### config.mk
export PLATFORM = sky130hd
export DESIGN_NAME = sdc_ctrl
export DESIGN_NICKNAME = d
export VERILOG_FILES = /design/src/hdl/sdc_pkg.sv /design/src/hdl/sdc_ctrl.sv /design/src/hdl/sdc_decim.sv
export VERILOG_INCLUDE_DIRS = /design/src /design/src/hdl
export SDC_FILE = /design/constraint.sdc
export NUM_CORES = 1
export LEC_CHECK = 0
export BUFFER_PORTS_ARGS = -buffer_cell sky130_fd_sc_hd__buf_4
export CORE_MARGIN = 1
export CORE_UTILIZATION = 25
export DETAILED_ROUTE_END_ITERATION = 16
export PLACE_DENSITY = 0.39
export RECOVER_POWER = 50
export SKIP_CTS_REPAIR_TIMING = 1
export SYNTH_ARGS = -nofsm -noshare
export SYNTH_HDL_FRONTEND = slang
export SYNTH_SLANG_ARGS = --single-unit
### constraint.sdc
create_clock -name clk_sys -period 11.2 [get_ports clk_sys]
set_clock_uncertainty 0.15 [all_clocks]
set_input_delay 2.24 -clock clk_sys [delete_from_list [all_inputs] [get_ports clk_sys]]
set_output_delay 2.24 -clock clk_sys [all_outputs]
set_load 0.05 [all_outputs]
### src/hdl/sdc_regs.svh
// Register map, field positions and timing constants of the sigma-delta converter control
`ifndef SDC_REGS_SVH
`define SDC_REGS_SVH

// Register indices; byte address is four times the index
`define SDC_IDX_SAMPLE   16'h4900
`define SDC_IDX_SETUP    16'h4902
`define SDC_IDX_EVT_FLAG 16'h4908
`define SDC_IDX_EVT_MASK 16'h490A

// Setup register fields, then the event bit of the flag and mask registers
`define SDC_EN_BIT       0
`define SDC_DITH_BIT     1
`define SDC_SEL_LSB      8
`define SDC_SEL_MSB      11
`define SDC_RATE_LSB     12
`define SDC_RATE_MSB     14
`define SDC_EVT_BIT      0

// Reset values
`define SDC_SETUP_RST    16'h0000
`define SDC_SAMPLE_RST   16'h0000

// Timing and resolution
`define SDC_CLK_HZ       250000000
`define SDC_MOD_HZ       1000000
`define SDC_MOD_DIV      (`SDC_CLK_HZ / `SDC_MOD_HZ)
`define SDC_BASE_US      32
`define SDC_BASE_SAMPLES (`SDC_BASE_US * `SDC_MOD_HZ / 1000000)
`define SDC_MIN_BITS     5
`define SDC_LJ_SHIFT     11
`define SDC_CNT_W        13
`define SDC_SRC_CNT      11

`endif

### src/hdl/sdc_pkg.sv
// Types shared by the sigma-delta converter control
`default_nettype none
package sdc_pkg;
  typedef logic [2:0] sdc_rate_t;
  typedef logic [3:0] sdc_sel_t;

  typedef enum logic [1:0] {
    SDC_ST_IDLE = 2'b01,
    SDC_ST_RUN  = 2'b10
  } sdc_state_t;

  typedef enum logic [3:0] {
    SDC_SRC_SE0   = 4'h0,
    SDC_SRC_SE1   = 4'h1,
    SDC_SRC_SE2   = 4'h2,
    SDC_SRC_SE3   = 4'h3,
    SDC_SRC_PADS4 = 4'h4,
    SDC_SRC_CORE2 = 4'h5,
    SDC_SRC_RSVD  = 4'h6,
    SDC_SRC_GND   = 4'h7,
    SDC_SRC_VREF  = 4'h8,
    SDC_SRC_DIFF0 = 4'h9,
    SDC_SRC_DIFF1 = 4'hA
  } sdc_src_t;
endpackage
`default_nettype wire

### src/hdl/sdc_ctrl.sv
// Sigma-delta converter control: APB registers, modulator timing, result and event
//
// The APB register port was left to the implementer.
`include "sdc_regs.svh"
`default_nettype none
module sdc_ctrl #(
  parameter int unsigned ADDR_W = 18,
  parameter int unsigned DIV    = `SDC_MOD_DIV
) (
  // Clock and reset
  input  wire logic                  clk_sys,
  input  wire logic                  rst_b,
  // APB slave
  input  wire logic [ADDR_W-1:0]     paddr,
  input  wire logic                  psel,
  input  wire logic                  penable,
  input  wire logic                  pwrite,
  input  wire logic [31:0]           pwdata,
  input  wire logic [3:0]            pstrb,
  output var  logic [31:0]           prdata,
  output var  logic                  pready,
  output var  logic                  pslverr,
  // Modulator front end
  input  wire logic                  mod_bit,
  output var  logic                  mod_clk,
  output var  logic                  mod_run,
  output var  logic                  dither_disable,
  output var  logic [`SDC_SRC_CNT-1:0] src_onehot,
  output var  logic                  vref_out_en,
  // Event controller
  output var  logic                  conv_done_evt,
  output var  logic                  event_irq
);
  import sdc_pkg::*;

  localparam int unsigned HALF = DIV / 2;
  // Named copy of the reset word, since a literal cannot be bit-selected
  localparam logic [15:0] SETUP_RST = `SDC_SETUP_RST;

  // Setup register
  logic      cfg_en;
  sdc_rate_t cfg_rate;
  sdc_sel_t  cfg_sel;
  logic      next_en;
  // Event registers
  logic      evt_flag;
  logic      evt_mask;
  // Result
  logic [15:0] sample_result;
  // Control
  sdc_state_t state;
  sdc_state_t next_state;
  sdc_rate_t  rate_run;
  logic [15:0] div_cnt;
  logic [15:0] next_div;
  logic       tick;
  logic       restart;
  logic       bit_s1;
  logic       bit_s2;
  logic       dec_done;
  logic [15:0] dec_result;
  // Bus decode
  logic       setup;
  logic       hit_sample;
  logic       hit_setup;
  logic       hit_flag;
  logic       hit_mask;
  logic       hit_any;
  logic       wr;
  logic [31:0] rd_mux;
  logic [15:0] setup_view;

  // Bus decode
  always_comb begin
    setup      = psel && !penable;
    hit_sample = paddr == ADDR_W'({`SDC_IDX_SAMPLE, 2'b00});
    hit_setup  = paddr == ADDR_W'({`SDC_IDX_SETUP, 2'b00});
    hit_flag   = paddr == ADDR_W'({`SDC_IDX_EVT_FLAG, 2'b00});
    hit_mask   = paddr == ADDR_W'({`SDC_IDX_EVT_MASK, 2'b00});
    hit_any    = hit_sample || hit_setup || hit_flag || hit_mask;
    wr         = psel && penable && pready && pwrite && hit_any;
  end

  always_comb begin
    setup_view                               = 16'h0000;
    setup_view[`SDC_EN_BIT]                  = cfg_en;
    setup_view[`SDC_DITH_BIT]                = dither_disable;
    setup_view[`SDC_SEL_MSB:`SDC_SEL_LSB]    = cfg_sel;
    setup_view[`SDC_RATE_MSB:`SDC_RATE_LSB]  = cfg_rate;
  end

  always_comb begin
    rd_mux = 32'h0000_0000;
    if (hit_sample) begin
      rd_mux = {16'h0000, sample_result};
    end else if (hit_setup) begin
      rd_mux = {16'h0000, setup_view};
    end else if (hit_flag) begin
      rd_mux[`SDC_EVT_BIT] = evt_flag;
    end else if (hit_mask) begin
      rd_mux[`SDC_EVT_BIT] = evt_mask;
    end
  end

  // Answer one cycle after setup, read data captured at setup
  always_ff @(posedge clk_sys or negedge rst_b) begin
    if (!rst_b) begin
      pready  <= 1'b0;
      prdata  <= 32'h0000_0000;
      pslverr <= 1'b0;
    end else begin
      pready  <= setup;
      prdata  <= (setup && !pwrite) ? rd_mux : 32'h0000_0000;
      pslverr <= setup && !hit_any;
    end
  end

  always_comb begin
    next_en = cfg_en;
    if (wr && hit_setup && pstrb[0]) begin
      next_en = pwdata[`SDC_EN_BIT];
    end
  end

  always_ff @(posedge clk_sys or negedge rst_b) begin
    if (!rst_b) begin
      cfg_en         <= SETUP_RST[`SDC_EN_BIT];
      dither_disable <= SETUP_RST[`SDC_DITH_BIT];
      cfg_sel        <= SETUP_RST[`SDC_SEL_MSB:`SDC_SEL_LSB];
      cfg_rate       <= SETUP_RST[`SDC_RATE_MSB:`SDC_RATE_LSB];
      vref_out_en    <= 1'b0;
    end else begin
      cfg_en      <= next_en;
      vref_out_en <= next_en;
      if (wr && hit_setup && pstrb[0]) begin
        dither_disable <= pwdata[`SDC_DITH_BIT];
      end
      if (wr && hit_setup && pstrb[1]) begin
        cfg_sel  <= pwdata[`SDC_SEL_MSB:`SDC_SEL_LSB];
        cfg_rate <= pwdata[`SDC_RATE_MSB:`SDC_RATE_LSB];
      end
    end
  end

  always_ff @(posedge clk_sys or negedge rst_b) begin
    if (!rst_b) begin
      src_onehot <= '0;
    end else begin
      src_onehot <= '0;
      case (sdc_src_t'(cfg_sel))
        SDC_SRC_SE0, SDC_SRC_SE1, SDC_SRC_SE2, SDC_SRC_SE3,
        SDC_SRC_PADS4, SDC_SRC_CORE2, SDC_SRC_GND, SDC_SRC_VREF,
        SDC_SRC_DIFF0, SDC_SRC_DIFF1: begin
          src_onehot[cfg_sel] <= 1'b1;
        end
        default: begin
          src_onehot <= '0;
        end
      endcase
    end
  end

  always_comb begin
    case (state)
      SDC_ST_IDLE: next_state = cfg_en ? SDC_ST_RUN : SDC_ST_IDLE;
      SDC_ST_RUN:  next_state = cfg_en ? SDC_ST_RUN : SDC_ST_IDLE;
      default:     next_state = SDC_ST_IDLE;
    endcase
  end

  always_ff @(posedge clk_sys or negedge rst_b) begin
    if (!rst_b) begin
      state   <= SDC_ST_IDLE;
      mod_run <= 1'b0;
    end else begin
      state   <= next_state;
      mod_run <= next_state == SDC_ST_RUN;
    end
  end

  // Rate is taken per conversion so a change mid-run never splits one
  always_ff @(posedge clk_sys or negedge rst_b) begin
    if (!rst_b) begin
      rate_run <= '0;
    end else if (state != SDC_ST_RUN || dec_done) begin
      rate_run <= cfg_rate;
    end
  end

  always_comb begin
    restart  = state != SDC_ST_RUN;
    tick     = !restart && (div_cnt == 16'(DIV - 1));
    next_div = (restart || tick) ? 16'h0000 : div_cnt + 16'h0001;
  end

  always_ff @(posedge clk_sys or negedge rst_b) begin
    if (!rst_b) begin
      div_cnt <= 16'h0000;
      mod_clk <= 1'b0;
    end else begin
      div_cnt <= next_div;
      mod_clk <= (next_state == SDC_ST_RUN) && (next_div < 16'(HALF));
    end
  end

  // Modulator output is asynchronous to this clock
  always_ff @(posedge clk_sys or negedge rst_b) begin
    if (!rst_b) begin
      bit_s1 <= 1'b0;
      bit_s2 <= 1'b0;
    end else begin
      bit_s1 <= mod_bit;
      bit_s2 <= bit_s1;
    end
  end

  sdc_decim #(
    .CNT_W (`SDC_CNT_W)
  ) u_decim (
    .clk_sys (clk_sys),
    .rst_b   (rst_b),
    .restart (restart),
    .tick    (tick),
    .bit_in  (bit_s2),
    .rate    (rate_run),
    .done    (dec_done),
    .result  (dec_result)
  );

  always_ff @(posedge clk_sys or negedge rst_b) begin
    if (!rst_b) begin
      sample_result <= `SDC_SAMPLE_RST;
      conv_done_evt <= 1'b0;
    end else begin
      conv_done_evt <= dec_done && state == SDC_ST_RUN;
      if (dec_done && state == SDC_ST_RUN) begin
        sample_result <= dec_result;
      end
    end
  end

  always_ff @(posedge clk_sys or negedge rst_b) begin
    if (!rst_b) begin
      evt_flag <= 1'b0;
      evt_mask <= 1'b0;
      event_irq <= 1'b0;
    end else begin
      if (conv_done_evt) begin
        evt_flag <= 1'b1;
      end else if (wr && hit_flag && pstrb[0] && pwdata[`SDC_EVT_BIT]) begin
        evt_flag <= 1'b0;
      end
      if (wr && hit_mask && pstrb[0]) begin
        evt_mask <= pwdata[`SDC_EVT_BIT];
      end
      event_irq <= evt_flag && evt_mask;
    end
  end

  // Helpers for checks
  logic        mclk_d;
  logic [15:0] gap;
  logic        gap_seen;
  always_ff @(posedge clk_sys or negedge rst_b) begin
    if (!rst_b) begin
      mclk_d   <= 1'b0;
      gap      <= 16'h0000;
      gap_seen <= 1'b0;
    end else begin
      mclk_d <= mod_clk;
      if (!mod_run) begin
        gap      <= 16'h0000;
        gap_seen <= 1'b0;
      end else if (mod_clk && !mclk_d) begin
        gap      <= 16'h0001;
        gap_seen <= 1'b1;
      end else begin
        gap <= gap + 16'h0001;
      end
    end
  end

  property p_mod_period;
    @(posedge clk_sys) disable iff (!rst_b)
    (mod_run && mod_clk && !mclk_d && gap_seen) |-> (gap == 16'(DIV));
  endproperty
  a_mod_period: assert property (p_mod_period) else $error("modulator clock period wrong");

  property p_start;
    @(posedge clk_sys) disable iff (!rst_b)
    (state == SDC_ST_IDLE && cfg_en) |=> (state == SDC_ST_RUN) ##1 mod_run;
  endproperty
  a_start: assert property (p_start) else $error("conversion did not start");

  property p_evt_run;
    @(posedge clk_sys) disable iff (!rst_b)
    conv_done_evt |-> $past(state) == SDC_ST_RUN;
  endproperty
  a_evt_run: assert property (p_evt_run) else $error("event while idle");

  property p_evt_pulse;
    @(posedge clk_sys) disable iff (!rst_b)
    conv_done_evt |=> !conv_done_evt;
  endproperty
  a_evt_pulse: assert property (p_evt_pulse) else $error("event longer than one cycle");

  property p_result;
    @(posedge clk_sys) disable iff (!rst_b)
    (dec_done && state == SDC_ST_RUN) |=> conv_done_evt && sample_result == $past(dec_result);
  endproperty
  a_result: assert property (p_result) else $error("result not loaded with event");

  property p_flag_set;
    @(posedge clk_sys) disable iff (!rst_b)
    conv_done_evt |=> evt_flag;
  endproperty
  a_flag_set: assert property (p_flag_set) else $error("flag not set by event");

  property p_flag_clr;
    @(posedge clk_sys) disable iff (!rst_b)
    (wr && hit_flag && pstrb[0] && pwdata[`SDC_EVT_BIT] && !conv_done_evt) |=> !evt_flag;
  endproperty
  a_flag_clr: assert property (p_flag_clr) else $error("flag not cleared");

  property p_irq_mask;
    @(posedge clk_sys) disable iff (!rst_b)
    !evt_mask |=> !event_irq;
  endproperty
  a_irq_mask: assert property (p_irq_mask) else $error("interrupt while masked");

  property p_vref;
    @(posedge clk_sys) disable iff (!rst_b)
    !cfg_en |-> !vref_out_en;
  endproperty
  a_vref: assert property (p_vref) else $error("reference out while disabled");
endmodule // sdc_ctrl
`default_nettype wire

### src/hdl/sdc_decim.sv
// Decimator: counts modulator ones over one conversion and left-justifies the result
`include "sdc_regs.svh"
`default_nettype none
module sdc_decim #(
  parameter int unsigned CNT_W = `SDC_CNT_W
) (
  // Clock and reset
  input  wire logic              clk_sys,
  input  wire logic              rst_b,
  // Control
  input  wire logic              restart,
  input  wire logic              tick,
  input  wire logic              bit_in,
  input  wire sdc_pkg::sdc_rate_t rate,
  // Result
  output var  logic              done,
  output var  logic [15:0]       result
);
  import sdc_pkg::*;

  logic [CNT_W-1:0] samp_cnt;
  logic [CNT_W-1:0] ones_cnt;
  logic [CNT_W-1:0] last_samp;
  logic [CNT_W-1:0] total;
  logic [CNT_W-1:0] sat;
  logic [15:0]      next_result;
  logic             at_end;

  always_comb begin
    last_samp   = CNT_W'((CNT_W'(`SDC_BASE_SAMPLES) << rate) - CNT_W'(1));
    total       = ones_cnt + CNT_W'(bit_in);
    sat         = (total > last_samp) ? last_samp : total;
    next_result = 16'(sat) << (4'(`SDC_LJ_SHIFT) - {1'b0, rate});
    at_end      = tick && !restart && (samp_cnt == last_samp);
  end

  // All-ones input would need one more bit than the field holds, hence the clamp
  always_ff @(posedge clk_sys or negedge rst_b) begin
    if (!rst_b) begin
      samp_cnt <= '0;
      ones_cnt <= '0;
    end else if (restart || at_end) begin
      samp_cnt <= '0;
      ones_cnt <= '0;
    end else if (tick) begin
      samp_cnt <= samp_cnt + CNT_W'(1);
      ones_cnt <= total;
    end
  end

  always_ff @(posedge clk_sys or negedge rst_b) begin
    if (!rst_b) begin
      done   <= 1'b0;
      result <= `SDC_SAMPLE_RST;
    end else begin
      done <= at_end;
      if (at_end) begin
        result <= next_result;
      end
    end
  end

  // Helpers for checks
  sdc_rate_t        res_rate;
  logic [CNT_W-1:0] span;
  logic             span_seen;
  always_ff @(posedge clk_sys or negedge rst_b) begin
    if (!rst_b) begin
      res_rate  <= '0;
      span      <= '0;
      span_seen <= 1'b0;
    end else if (restart) begin
      span      <= '0;
      span_seen <= 1'b0;
    end else begin
      if (at_end) begin
        res_rate  <= rate;
        span      <= '0;
        span_seen <= 1'b1;
      end else if (tick) begin
        span <= span + CNT_W'(1);
      end
    end
  end

  property p_lj_result;
    @(posedge clk_sys) disable iff (!rst_b)
    done |-> ((result << (4'(res_rate) + 4'(`SDC_MIN_BITS))) == 16'h0000);
  endproperty
  a_lj_result: assert property (p_lj_result) else $error("result low bits not zero");

  property p_conv_len;
    @(posedge clk_sys) disable iff (!rst_b)
    (at_end && span_seen) |-> (span == last_samp);
  endproperty
  a_conv_len: assert property (p_conv_len) else $error("conversion length wrong");
endmodule // sdc_decim
`default_nettype wire

==> qor.csv, run 1 <==
metric,value,unit
Async SR Flop Fraction,1.000,
Post-synth EDFFs,0,
drt initial violations,303,
cell family with most CP delay,buffers and inverters,
Hold WS,0.1966,ns
maximum vdd drop,0.05429,mV
Max Transition Viols Final,70,
run status,"complete, but fails checks",
endpoints failing setup,0,
period utilisation layout,0.4882,
DPL Wire Length,10590,um
Die H,162.2,um
synth top area cells,"dfrtp_1 (48%), mux2_2 (5.6%), nor2_1 (4.2%), xor2_1 (3.3%), mux2i_1 (2.8%)",
Longest Clk Path Bufs,2,
Hold Fails Final Rpt,0,
# port buffers,69,
Worst-path clk slew,0.06,ns
Ports,111,
post-synthesis cell area,6419,um^2
ANT nets after route,0,
via/cell ratio,4.487,
Root Buffer,clkbuf_16,
RSZ-0062 raised after global routing,false,
# nets final,744,
"Top FF cell, synth",dfrtp_1,
Remaining DRCs,0,
CP max FO,69,
Min-Delay Path Class,flop to flop,
critical path arrival,5.79,ns
Fmax,0.1829,GHz
"commonest cells after routing, fill and taps aside","dfrtp_1 (124), nor2_1 (72), buf_4 (60), nand2_1 (48), mux2_2 (32)",
antenna diode count,0,
critical path startpoint category,primary input,
footprint of the multi-input gates,2968,um^2
post-synth top area share,0.4834,
TritonCTS buffer count,17,
maximum single-stage delay on the critical path,2.55,ns
row count,58,
Clock Latency Late Sink,0.42,ns
Total GRT Usage,0.1231,
share of layout cells above drive strength 1,0.2157,
Placer Congestion,0.8057,
grt ovf,0,
CTS Sinks,125,
final setup TNS,0,ns
Max-Cap Viols,1,
critical path cell sequence,clkbuf_1 -> buf_4,
leakage,0.003461,uW
Seq cells post-synth,125,
sequential cell area fraction in the yosys report,0.4875,
worst path bufs/invs,2,
Final Routed Wirelength,15120,um
failing checks,"capacitance limit, slew limit",
initial antenna violation count,0,
full die area,26320,um^2
Tightest Pin Transition,3.695,ns
Fill cells,2613,
CP endpoint kind,asynchronous set/reset pin,
WL/cell,14.88,um
First-pass DRT Iterations,4,
Starting Density,0.2549,
Synth Instances,604,
CTS H-tree depth,4,
vias in the first global route,4720,
Pwr Density,130.6,nW/um^2
post-synth cell types,79,
"commonest non-fill, non-tap cell in the layout",dfrtp_1,
Via Count,4559,
Ys Warns,0,
Core Region,25180,um^2
Final min period,5.468,ns
first-pass GRT wire length,25120,um
syn_area_per_cell,10.63,um^2
pin count of the biggest net entering global routing,70,
crit path kind,primary input to asynchronous set/reset pin,
Area Growth Syn to Fin,18.79,%
width of the die,162.2,um
register area,3129,um^2
CTS tree,done,
CP max-delay cell,clkbuf_1,
biggest area consumer among synthesized cells,dfrtp_1,
Required @ worst endpoint,11.52,ns
Slew headroom,-1.463,
-- cells in the mapped netlist (all sizes together), types with 14 or more instances --
cell type / instances
mux2i: 18
inv: 15
nor3: 16
and2: 14
mux2: 32
nand4: 17
nand2: 48
clkbuf: 14
xnor2: 14
xor2: 25
buf: 26
nand3: 16
dfrtp: 124
a21oi: 16
nor2: 72
o21ai: 24
-- where the power goes --
group,total [uW],switching [uW],internal (uW),leakage [uW]
Clock,506,219,286,0.000252
Combinational,37.0,27.1,9.81,0.00148
Sequential,453,0.336,453,0.00173
Total,996,247,749,0.00346
-- path summary, 6_finish.rpt --
kind | slack [ns] | to | depth (start not counted) | startpoint
worst min-delay path | 0.20 | bit_s2 | 0 | bit_s1
worst max register to register | 6.45 | u_decim.result[7] | 14 | u_decim.ones_cnt[0]
worst max-delay path | 5.73 | u_decim.ones_cnt[12] | 2 | rst_b
min in group asynchronous | 2.93 | cfg_sel[3] | 1 | rst_b
max in group clk_sys | 6.45 | u_decim.result[7] | 14 | u_decim.ones_cnt[0]
worst min register to register | 0.20 | bit_s2 | 0 | bit_s1
-- routing by layer --
metal  global-route usage  vias to the layer above  part of all wire
li1                     -                     2241                 -
met1               0.1562                     2224              0.48
met2               0.2005                       83              0.48
met3              0.02758                       11             0.034
met4              0.05189                        0             0.011
met5                    0                        -                 0
-- layout make-up --
| class | count | area share |
|---|---|---|
| clock inverters | 14 | 0.01460 |
| clock buffers | 18 | 0.05628 |
| well taps | 330 | 0.05415 |
| inverters | 15 | 0.007384 |
| multi-input cells | 439 | 0.3892 |
| flip-flops and latches | 125 | 0.4104 |
| repair buffers | 75 | 0.06794 |
-- state kept, by name, indices dropped and copies added, names as in the netlist --
signal,count
bit_s1,1
bit_s2,1
cfg_en,1
cfg_rate,3
cfg_sel,4
conv_done_evt,1
dither_disable,1
div_cnt,16
event_irq,1
evt_flag,1
evt_mask,1
mod_clk,1
mod_run,1
prdata,16
pready,1
pslverr,1
rate_run,3
sample_result,16
src_onehot,11
state,1
u_decim.done,1
u_decim.ones_cnt,13
u_decim.result,16
u_decim.samp_cnt,13
-- cells by family after synthesis --
kind of cell,count (synthesis),share of synthesized area
mux,51,0.08772
buf+inv,56,0.05399
simple gates,238,0.1980
fa+ha+maj,12,0.02300
other cells,1,0.0005842
flops,125,0.4875
xor+xnor,39,0.05614
compound gates,82,0.09299
-- stage by stage --
stage	cell area [um^2]	utilization	power, uW	instances	setup slack (ns)
3_3_place_gp	7164	0.2845	499.0	984	6.558
5_1_grt	7625	0.3028	1033	1016	4.929
6_report	7625	0.3028	995.7	1016	5.732
4_1_cts	7705	0.3060	1012	1016	6.520
2_1_floorplan	6479	-	482.3	620	7.303
3_5_place_dp	7164	0.2845	499.2	984	6.552
Power figures use the tool's default switching activity.
==> inputs of run 2 (changes only) <==
Clock period 11.2 ns to 5.3 ns, I/O delays scaled along.
==> run 2 against run 1 <==
Against the previous run:
- the run still ends with capacitance limit, slew limit left
- wire length down 0.60%
- count of clock-buffer cells in the layout rose by 1
- register-to-register slack lost 5.7 ns
- power is 110% higher
- combinational power up 110%
- cell area is 1.1% higher
- worst setup slack worse by 5.0 ns
- global-route usage down 0.14 points
- sequential share of layout area fell by 0.43 points
- final cell count is 0.20% higher
- largest power group unchanged
==> qor.csv, run 2 (synthesized netlist as in run 1, its figures left out) <==
metric,value,unit,change
drt initial violations,218,,-28%
Max-Cap Viols,1,,unchanged
critical path startpoint category,flop,,
antenna diode count,0,,unchanged
r2r startpoint,u_decim.ones_cnt[0],,
share of layout cells above drive strength 1,0.2340,,+0.01827
first-pass GRT wire length,25160,um,+0.17%
failing checks,"capacitance limit, slew limit",,
"commonest non-fill, non-tap cell in the layout",dfrtp_1,,
maximum single-stage delay on the critical path,0.61,ns,-1.94 ns
CP max FO,11,,-84%
endpoints failing setup,0,,unchanged
crit path kind,flop to flop,,
CP endpoint kind,flop,,
RSZ-0062 raised after global routing,false,,
Hold WS,0.2019,ns,+0.005221 ns
CP max-delay cell,nor3_2,,
hold_sp,bit_s1,,
Required @ worst endpoint,5.45,ns,-6.07 ns
r2r endpoint,u_decim.result[12],,
"commonest cells after routing, fill and taps aside","dfrtp_1 (124), nor2_1 (72), buf_4 (70), nand2_1 (48), mux2_2 (32)",,
Final Routed Wirelength,15030,um,-0.60%
hold path depth,0,,unchanged
period utilisation layout,0.8625,,
# port buffers,69,,unchanged
critical path cell sequence,ha_1 -> ha_1 -> nand4_1 -> nor2_1 -> xor2_1 -> ha_1 -> and3_1 -> nand4_2 -> o41ai_4 -> a21oi_1 -> nor3_2 -> o2111ai_1 -> o31a_1 -> mux2_2,,
width of the die,162.2,um,unchanged
final setup TNS,0,ns,unchanged
Ports,111,,unchanged
ANT nets after route,0,,unchanged
Core Region,25180,um^2,unchanged
run status,"complete, but fails checks",,
Tightest Pin Transition,1.942,ns,-1.753 ns
Longest Clk Path Bufs,2,,unchanged
Final min period,4.571,ns,
row count,58,,unchanged
TritonCTS buffer count,17,,unchanged
vias in the first global route,4681,,-0.83%
Crit. Startpoint,u_decim.ones_cnt[0],,
worst path bufs/invs,0,,-2
CP most frequent cell,ha_1,,
CTS tree,done,,
maximum vdd drop,0.1189,mV,+120%
grt ovf,0,,unchanged
r2r setup slk,0.73,ns,-5.72 ns
CTS Sinks,125,,unchanged
total power,2116,uW,+110%
full die area,26320,um^2,unchanged
cell family with most CP delay,simple AND/OR/NAND/NOR gates,,
Total GRT Usage,0.1217,,-0.001359
critical path arrival,4.72,ns,-1.07 ns
pin count of the biggest net entering global routing,78,,+11%
leakage,0.003511,uW,+1.4%
Placer Congestion,0.7949,,-1.3%
Area Growth Syn to Fin,20.04,%,
Hold EP,bit_s2,,
Via Count,4607,,+1.1%
DP Worst Slack,0.7365,ns,-5.815 ns
Worst-path clk slew,0.06,ns,about the same
DPL Wire Length,10600,um,+0.16%
Die H,162.2,um,unchanged
initial antenna violation count,0,,unchanged
Fmax,0.2188,GHz,
CTS H-tree depth,4,,unchanged
Pwr Density,274.6,nW/um^2,+110%
Starting Density,0.2549,,unchanged
cell count of the worst reg-to-reg path,14,,unchanged
via/cell ratio,4.526,,+0.85%
Root Buffer,clkbuf_16,,
Hold Fails Final Rpt,0,,unchanged
Max Transition Viols Final,78,,+11%
Min-Delay Path Class,flop to flop,,
final worst slack,0.7289,ns,-5.003 ns
First-pass DRT Iterations,4,,unchanged
Slew headroom,-0.2945,,+1.169
# nets final,746,,+0.27%
DP Area,7179,um^2,+0.21%
Clock Latency Late Sink,0.42,ns,about the same
Remaining DRCs,0,,unchanged
design area,7705,um^2,+1.1%
WL/cell,14.77,um,-0.79%
run 2: area by class of cell:
class / count / area [um^2]
Clock buffer: 19 / 442.9
Clock inverter: 13 / 108.9
Fill cell: 2596 / 17480
Inverter: 15 / 56.30
Multi-Input combinational cell: 439 / 2990
Sequential cell: 125 / 3129
Tap cell: 330 / 412.9
Timing Repair Buffer: 77 / 564.3
run 2: metal layers:
metal / up-vias / part of all wire / GRT usage
met5: - / 0 / 0
met4: 0 / 0.013 / 0.04288
met3: 13 / 0.030 / 0.02758
met2: 69 / 0.48 / 0.1966
met1: 2283 / 0.48 / 0.1589
li1: 2242 / - / -
run 2: how the worst max path moves through the flow:
stage	slack (ns)	endpoint	cells after the start
after floorplan	1.63	u_decim.result[12]	14
after global placement	0.79	u_decim.result[7]	14
after detailed placement	0.74	u_decim.result[12]	14
after CTS	0.74	u_decim.result[12]	14
after global routing	0.37	u_decim.result[12]	14
final	0.73	u_decim.result[12]	14
run 2: through the flow:
step,cells,util
finish,1018,0.3060
global route,1018,0.3060
CTS,1018,0.3070
detailed placement,986,0.2851
global placement,986,0.2851
floorplan,620,-
run 2: power breakdown:
group / switching, uW / internal (uW)
sequential: 0.728 / 957
clock: 461 / 619
combinational: 57.1 / 20.7
